--- src/hw/pea_pkg.sv ---
// package with register map, field layout and timing constants of the eeprom access control
package pea_pkg;
   // ****************************************
   // register map
   // ****************************************
   localparam logic [4:0] EEPROM_ACCESS_CONTROL_OFS = 5'h16;
   localparam logic [15:0] EEPROM_ACCESS_CONTROL_RST = 16'h0000;
   localparam int BIT_SCAN_SOFT = 15;
   localparam int BIT_FAIL = 14;
   localparam int BIT_SIG = 13;
   localparam int BIT_PRESENT = 12;
   localparam int SIZE_HI = 11;
   localparam int SIZE_LO = 8;
   localparam int BIT_ADDR_WIDTH = 7;
   localparam int DEV_HI = 6;
   localparam int DEV_LO = 4;
   localparam int SPEED_HI = 3;
   localparam int SPEED_LO = 2;
   localparam int BIT_DIR = 1;
   localparam int BIT_LAUNCH = 0;
   localparam logic [3:0] SIZE_MAX = 4'hA;
   // ****************************************
   // serial clock timing
   // ****************************************
   localparam longint CORE_CLK_HZ = 125000000;
   localparam longint F_100K_HZ = 100000;
   localparam longint F_400K_HZ = 400000;
   localparam longint F_1M_HZ = 1000000;
   localparam longint F_3M4_HZ = 3400000;
   // half period rounded up so the rate never exceeds the selected one
   localparam longint HALF_100K = (CORE_CLK_HZ + 2 * F_100K_HZ - 1) / (2 * F_100K_HZ);
   localparam longint HALF_400K = (CORE_CLK_HZ + 2 * F_400K_HZ - 1) / (2 * F_400K_HZ);
   localparam longint HALF_1M = (CORE_CLK_HZ + 2 * F_1M_HZ - 1) / (2 * F_1M_HZ);
   localparam longint HALF_3M4 = (CORE_CLK_HZ + 2 * F_3M4_HZ - 1) / (2 * F_3M4_HZ);
   localparam int DIV_W = 10;
   localparam logic [1:0] BOOT_CYCLES = 2'h3;
   // ****************************************
   // control states
   // ****************************************
   typedef enum logic [2:0] {
      PEA_IDLE = 3'b001,
      PEA_SCAN = 3'b010,
      PEA_ACCESS = 3'b100
   } pea_state_t;
endpackage

--- src/hw/pea_eeprom_ctrl.sv ---
// eeprom access control register and access sequencing in the core clock domain
`timescale 1ns/1ps
// How it works
// - management reads and writes the control register at its management address
// - size, addressing width, device select and speed fields load from the synchronised strap inputs after reset
// - scan after hardware reset always, after soft reset only if enabled
// - access error sets the latching failure flag
// - signature record found sets latching read-only flag, else zero
// - detected eeprom sets latching presence flag, else zero
// - size field selects capacity, codes 0000 up to 1010, strapped after reset
// - addressing width bit chooses 11-bit or 16-bit addressing
// - device select bits give the serial bus device address
// - speed field sets serial clock rate 100k, 400k, 1M, 3.4M
// - direction bit 0 reads, 1 writes
// - launch bit starts access, stays 1 while pending, clears on completion
module pea_eeprom_ctrl (
   input wire logic core_clk_i,
   input wire logic rst_n_i,
   input wire logic soft_reset_i,
   input wire logic [4:0] mgmt_addr_i,
   input wire logic mgmt_wr_i,
   input wire logic mgmt_rd_i,
   input wire logic [15:0] mgmt_wdata_i,
   output logic [15:0] mgmt_rdata_o,
   input wire logic [3:0] strap_size_i,
   input wire logic strap_addr_width_i,
   input wire logic [2:0] strap_device_sel_i,
   input wire logic [1:0] strap_speed_i,
   input wire logic access_done_i,
   input wire logic access_error_i,
   input wire logic memory_present_i,
   input wire logic signature_found_i,
   output logic scan_start_o,
   output logic access_start_o,
   output logic transfer_direction_o,
   output logic addressing_width_sel_o,
   output logic [2:0] device_select_bits_o,
   output logic [3:0] mem_size_o,
   output logic serial_clk_o
);
   // ****************************************
   // reset and strap synchronisers
   // ****************************************
   logic rst_meta_q, rst_n_q;
   logic [9:0] strap_meta_q, strap_q;
   always_ff @(posedge core_clk_i or negedge rst_n_i) begin
      if (!rst_n_i) begin
         rst_meta_q <= 1'b0;
         rst_n_q <= 1'b0;
      end else begin
         rst_meta_q <= 1'b1;
         rst_n_q <= rst_meta_q;
      end
   end
   always_ff @(posedge core_clk_i or negedge rst_n_q) begin
      if (!rst_n_q) begin
         strap_meta_q <= 10'h000;
         strap_q <= 10'h000;
      end else begin
         strap_meta_q <= {strap_size_i, strap_addr_width_i, strap_device_sel_i, strap_speed_i};
         strap_q <= strap_meta_q;
      end
   end

   // ****************************************
   // register state
   // ****************************************
   logic scan_soft_q, fail_q, sig_q, present_q, addr_w_q, dir_q, launch_q;
   logic [3:0] size_q;
   logic [2:0] dev_q;
   logic [1:0] speed_q;
   logic [1:0] boot_q;
   logic boot_done_q, scan_start_q, access_start_q;
   logic [15:0] rdata_q;
   pea_pkg::pea_state_t state_q, state_d;

   wire reg_hit = (mgmt_addr_i == pea_pkg::EEPROM_ACCESS_CONTROL_OFS);
   wire reg_wr = mgmt_wr_i && reg_hit;
   wire reg_rd = mgmt_rd_i && reg_hit;
   wire idle = (state_q == pea_pkg::PEA_IDLE);
   // fields only take writes while nothing is pending
   wire cfg_wr = reg_wr && idle && boot_done_q;
   wire launch_req = cfg_wr && mgmt_wdata_i[pea_pkg::BIT_LAUNCH];
   wire boot_fire = !boot_done_q && (boot_q == pea_pkg::BOOT_CYCLES);
   wire soft_scan = soft_reset_i && scan_soft_q && boot_done_q;
   wire scan_req = boot_fire || (soft_scan && idle);
   wire strap_load = boot_fire || (soft_reset_i && boot_done_q);
   wire [3:0] strap_size = strap_q[9:6];
   wire [2:0] strap_dev = strap_q[4:2];

   wire [15:0] reg_view = {scan_soft_q, fail_q, sig_q, present_q, size_q, addr_w_q, dev_q,
                           speed_q, dir_q, launch_q};

   // ****************************************
   // sequencing
   // ****************************************
   always_comb begin
      state_d = state_q;
      unique case (state_q)
         pea_pkg::PEA_IDLE: begin
            if (scan_req) begin
               state_d = pea_pkg::PEA_SCAN;
            end else if (launch_req) begin
               state_d = pea_pkg::PEA_ACCESS;
            end
         end
         pea_pkg::PEA_SCAN: begin
            if (access_done_i) begin
               state_d = pea_pkg::PEA_IDLE;
            end
         end
         pea_pkg::PEA_ACCESS: begin
            if (access_done_i) begin
               state_d = pea_pkg::PEA_IDLE;
            end
         end
         default: begin
            state_d = pea_pkg::PEA_IDLE;
         end
      endcase
   end

   always_ff @(posedge core_clk_i or negedge rst_n_q) begin
      if (!rst_n_q) begin
         state_q <= pea_pkg::PEA_IDLE;
         boot_q <= 2'h0;
         boot_done_q <= 1'b0;
         scan_start_q <= 1'b0;
         access_start_q <= 1'b0;
      end else begin
         state_q <= state_d;
         if (!boot_done_q) begin
            boot_q <= boot_q + 2'h1;
         end
         if (boot_fire) begin
            boot_done_q <= 1'b1;
         end
         scan_start_q <= scan_req && idle;
         access_start_q <= launch_req && !scan_req;
      end
   end

   // ****************************************
   // configuration fields
   // ****************************************
   logic [3:0] size_wr;
   assign size_wr = mgmt_wdata_i[pea_pkg::SIZE_HI:pea_pkg::SIZE_LO];
   always_ff @(posedge core_clk_i or negedge rst_n_q) begin
      if (!rst_n_q) begin
         scan_soft_q <= pea_pkg::EEPROM_ACCESS_CONTROL_RST[pea_pkg::BIT_SCAN_SOFT];
         size_q <= pea_pkg::EEPROM_ACCESS_CONTROL_RST[pea_pkg::SIZE_HI:pea_pkg::SIZE_LO];
         addr_w_q <= pea_pkg::EEPROM_ACCESS_CONTROL_RST[pea_pkg::BIT_ADDR_WIDTH];
         dev_q <= pea_pkg::EEPROM_ACCESS_CONTROL_RST[pea_pkg::DEV_HI:pea_pkg::DEV_LO];
         speed_q <= pea_pkg::EEPROM_ACCESS_CONTROL_RST[pea_pkg::SPEED_HI:pea_pkg::SPEED_LO];
         dir_q <= pea_pkg::EEPROM_ACCESS_CONTROL_RST[pea_pkg::BIT_DIR];
      end else if (strap_load) begin
         // soft reset also reloads the strapped settings; scan enable survives it
         size_q <= (strap_size > pea_pkg::SIZE_MAX) ? pea_pkg::SIZE_MAX : strap_size;
         addr_w_q <= strap_q[5];
         dev_q <= strap_dev;
         speed_q <= strap_q[1:0];
         dir_q <= 1'b0;
      end else if (cfg_wr) begin
         scan_soft_q <= mgmt_wdata_i[pea_pkg::BIT_SCAN_SOFT];
         // codes above 1010 are not sizes; the old setting is kept
         if (size_wr <= pea_pkg::SIZE_MAX) begin
            size_q <= size_wr;
         end
         addr_w_q <= mgmt_wdata_i[pea_pkg::BIT_ADDR_WIDTH];
         dev_q <= mgmt_wdata_i[pea_pkg::DEV_HI:pea_pkg::DEV_LO];
         speed_q <= mgmt_wdata_i[pea_pkg::SPEED_HI:pea_pkg::SPEED_LO];
         dir_q <= mgmt_wdata_i[pea_pkg::BIT_DIR];
      end
   end

   // ****************************************
   // latched status and read path
   // ****************************************
   always_ff @(posedge core_clk_i or negedge rst_n_q) begin
      if (!rst_n_q) begin
         fail_q <= 1'b0;
         sig_q <= 1'b0;
         present_q <= 1'b0;
         rdata_q <= 16'h0000;
      end else begin
         // a new event in the read cycle wins over the clear
         fail_q <= access_error_i || (fail_q && !reg_rd);
         sig_q <= signature_found_i || (sig_q && !reg_rd);
         present_q <= memory_present_i || (present_q && !reg_rd);
         if (mgmt_rd_i) begin
            rdata_q <= reg_hit ? reg_view : 16'h0000;
         end
      end
   end
   assign launch_q = (state_q == pea_pkg::PEA_ACCESS);

   // ****************************************
   // serial clock divider
   // ****************************************
   logic [pea_pkg::DIV_W-1:0] div_q, half_cnt;
   logic sclk_q;
   always_comb begin
      unique case (speed_q)
         2'h0: half_cnt = pea_pkg::DIV_W'(pea_pkg::HALF_100K);
         2'h1: half_cnt = pea_pkg::DIV_W'(pea_pkg::HALF_400K);
         2'h2: half_cnt = pea_pkg::DIV_W'(pea_pkg::HALF_1M);
         2'h3: half_cnt = pea_pkg::DIV_W'(pea_pkg::HALF_3M4);
      endcase
   end
   // clock idles high outside a transfer, as a two-wire bus expects
   always_ff @(posedge core_clk_i or negedge rst_n_q) begin
      if (!rst_n_q) begin
         div_q <= '0;
         sclk_q <= 1'b1;
      end else if (idle) begin
         div_q <= '0;
         sclk_q <= 1'b1;
      end else if (div_q >= half_cnt - pea_pkg::DIV_W'(1)) begin
         div_q <= '0;
         sclk_q <= !sclk_q;
      end else begin
         div_q <= div_q + pea_pkg::DIV_W'(1);
      end
   end

   assign mgmt_rdata_o = rdata_q;
   assign scan_start_o = scan_start_q;
   assign access_start_o = access_start_q;
   assign transfer_direction_o = dir_q;
   assign addressing_width_sel_o = addr_w_q;
   assign device_select_bits_o = dev_q;
   assign mem_size_o = size_q;
   assign serial_clk_o = sclk_q;
endmodule

--- config.mk ---
export PLATFORM = sky130hd
export DESIGN_NAME = pea_eeprom_ctrl
export DESIGN_NICKNAME = d
export VERILOG_FILES = /design/src/hw/pea_pkg.sv /design/src/hw/pea_eeprom_ctrl.sv
export SDC_FILE = /design/constraint.sdc
export NUM_CORES = 1
export LEC_CHECK = 0
export BUFFER_PORTS_ARGS = -buffer_cell sky130_fd_sc_hd__buf_2
export CAP_MARGIN = 25
export CORE_UTILIZATION = 50
export CTS_CLUSTER_DIAMETER = 150
export CTS_CLUSTER_SIZE = 28
export DETAILED_ROUTE_END_ITERATION = 16
export PLACE_DENSITY = 0.85
export SLEW_MARGIN = 20
export SYNTH_ARGS = -nofsm -noshare
export SYNTH_HDL_FRONTEND = slang
export SYNTH_SLANG_ARGS = --single-unit
--- constraint.sdc ---
create_clock -name core_clk_i -period 2.4 [get_ports core_clk_i]
set_input_delay 0.36 -clock core_clk_i [delete_from_list [all_inputs] [get_ports core_clk_i]]
set_output_delay 0.36 -clock core_clk_i [all_outputs]
set_load 0.01 [all_outputs]
==> results by group <==
Routing
  – Via Count: 2057
  – DR WL met3: 297 um
  – Drt pass-1 iters: 5
  – Routed Antenna Nets: 0
  – Routed wl met2: 2.73 mm
  – Post-DR wirelength/cell: 14.6 um
  – DRC: 0
  – Vias/cell: around 5.2
  – Routed WL: 5.79 mm
  – Detailed Route Iter0 Violations: between 100 and 150
  – WL met1: 2.62 mm
  – Top sig layer: met4

Logic synthesis
  – Synth Area in Compound Gates: 0.118
  – Yosys top cell area share: 0.590
  – Simple-gate share of the synthesized area: 0.127
  – Sequential fraction of the synthesis area: 0.608
  – Syn avg cell area: roughly 12 um2
  – Proportion of synthesized area in mux cells: 0.0396
  – Most numerous cell in the Yosys netlist: dfrtp_1
  – Post-Synth Adder-Cell Area: 0.0506
  – Post-synth EDFFs: 0
  – Largest family of logic cells by synthesized area: simple AND/OR/NAND/NOR gates
  – Top_reg_cell synth: dfrtp_1
  – Synth Instances: 247
  – Post-Synth XOR/XNOR Area: 0.0295
  – Post-synth ARST share: 1.00
  – Yosys warnings: 0
  – Yosys cell types: 46
  – Syn Nets: 299
  – Netlist Area Pre-Place: 0.00297 mm2
  – Register bit total from synthesis: 72
  – Ranking of synthesized cells by area: dfrtp_1, ha_1, o2bb2ai_1
  – Yosys top cell by area: dfrtp_1
  – Top post-synthesis cells by count: dfrtp_1, nand2_1, nor2_1, o2bb2ai_1, ha_1

Outcome
  – Status: finished clean

Setup path
  – Worst EP required: 2670 ps
  – Worst Setup End Kind: register
  – Max Fanout on Critical Path: 10
  – Startpoint Class: register
  – Reg2reg setup slack: 240 ps
  – Setup crit start: speed_q[1]
  – Arr. time, crit path: around 2400 ps
  – Setup CP Type: reg -> reg
  – Critical R2R Launch: speed_q[1]

STA
  – Worst slew pin tran: 534 ps
  – Worst Clk Skew: 11.3 ps
  – Fin Hold WS: 73.4 ps
  – Max Freq: around 460 MHz
  – Fin. Hold Viols: 0
  – TNS Setup: 0 ps
  – Final WS setup: 236 ps
  – # setup viols final: 0
  – Crit share post-route: 0.902
  – Slew Limit Fails: 0
  – Slew headroom: 0.644
  – RSZ-0062 raised after global routing: no
  – Min Tclk post-route: around 2200 ps

Floorplan
  – Full die area: 0.00624 mm2
  – Core ar.: 0.00561 mm2
  – Die W: 79.0 um
  – Ports: 68
  – Die height: 79.0 um
  – Initial Utilization: 0.529
  – Number of cell rows: 27

Clock network
  – H-tree levels: 3
  – CTS clk-pin slew, worst paths: 80 ps
  – Clock Sink Count: 72
  – Num CTS Buffers: 9
  – Clk_lat worst skew: 350 ps
  – Clock root cell: clkbuf_8
  – Setup repair bufs after CTS: 0
  – Clock Path Buffers: 2
  – CTS tree: done

Power and ir drop
  – Leakage: around 1.8 nW
  – Power Density: 690 mW/mm2
  – Maximum vdd drop: 455 uV

Global route
  – Vias in the first global route: 2114
  – Initial antenna violation count: 0
  – Total global routing overflow: 0
  – Overall routing resource usage: 0.212
  – Largest net degree at the start of global routing: 36
  – First-pass GRT wire length: roughly 9.7 mm

Placement
  – Placer Congestion: roughly 0.80
  – Place WS: 248 ps
  – Hpwl dp: just over 4 mm
  – PortBufs: between 60 and 70

Finish
  – N_diodes: 0
  – Fillers: 467
  – Area grow syn2layout: 20.5%
  – Share of layout cells above drive strength 1: 0.321
  – Register Area: 0.00181 mm2
  – Area of the multi-input gates: 0.00109 mm2
  – Fin nets: 372

Job
  – Max Cap Viol: 0

Hold path
  – HP Class: reg -> async
-- registers in the layout (all words and copies together) (netlist names) --
register,flops
speed_q,2
transfer_direction_o,1
serial_clk_o,1
access_start_o,1
state_q,3
present_q,1
mgmt_rdata_o,16
scan_start_o,1
div_q,10
rst_meta_q,1
addressing_width_sel_o,1
boot_done_q,1
device_select_bits_o,3
rst_n_q,1
strap_q,10
sig_q,1
mem_size_o,4
scan_soft_q,1
strap_meta_q,10
boot_q,2
fail_q,1
-- cells in the final DEF (no fill, tap or decap), drive strengths merged, types with 2 or more instances in the layout --
| master | instances |
|---|---|
| xnor2 | 4 |
| dfstp | 2 |
| and3 | 2 |
| nand3 | 5 |
| nor3b | 3 |
| or2 | 3 |
| nor3 | 2 |
| nand2 | 34 |
| a21oi | 8 |
| nand2b | 2 |
| mux2i | 8 |
| mux2 | 3 |
| inv | 8 |
| buf | 70 |
| dfrtp | 70 |
| clkbuf | 9 |
| ha | 12 |
| a21o | 6 |
| o2bb2ai | 16 |
| o21ai | 11 |
| nor2 | 17 |
| clkinv | 5 |
| xor2 | 6 |
-- worst paths after layout --
kind,end,cells after the start
worst max-delay path,div_q[8],10
min in group core_clk_i,strap_meta_q[0],1
worst min register to register,transfer_direction_o,0
max in group asynchronous,mem_size_o[2],1
worst max register to register,div_q[8],10
worst min-delay path,transfer_direction_o,0
-- stage by stage --
step	area [um2]	util	total power [mW]	instances
6_report	3580	0.638	2.47	396
5_1_grt	3580	0.638	2.58	396
4_1_cts	3580	0.638	2.49	396
3_5_place_dp	3380	0.603	1.58	380
3_3_place_gp	3380	0.603	1.57	380
2_1_floorplan	2970	-	1.48	247
-- final cells by class --
| class | instances | area share |
|---|---|---|
| Multi-Input combinational cell | 157 | 0.304 |
| Clock buffer | 9 | 0.0346 |
| Tap cell | 72 | 0.0252 |
| Timing Repair Buffer | 71 | 0.105 |
| Sequential cell | 72 | 0.505 |
| Inverter | 9 | 0.00945 |
| Clock inverter | 6 | 0.0171 |
-- power by group --
part           switching [mW]  internal, mW  total (mW)  leakage [nW]
Sequential             0.0367          1.27        1.31         0.907
Clock                   0.443         0.470       0.912        0.0948
Combinational           0.144         0.105       0.249         0.779
-- cells by family after synthesis --
kind of cell	Yosys count
compound gates	47
xor+xnor	10
fa+ha+maj	12
buf+inv	18
flops	72
mux	11
other cells	1
simple gates	76
-- per-layer routing --
layer | global-route usage | vias to the layer above
li1 | - | 997
met1 | 0.263 | 993
met2 | 0.327 | 56
met3 | 0.0563 | 11
met4 | 0.144 | 0
met5 | 0 | -
-- worst max-delay path: stages, from the launching register on --
cell and delay (ps):
dfrtp_1 450, inv_1 100, ha_1 160, inv_1 70, ha_1 280, and4b_1 220
a22o_1 220, nor3_1 110, o21ai_0 140, buf_4 200, nor2_1 130
-- what timing repair did --
item                                   in CTS  in global routing
hold buffers                                1                  0
gates resized for setup                     0                  0
endpoints found under the hold margin       2                  0
Note: power is estimated with default switching activity, not from simulation.
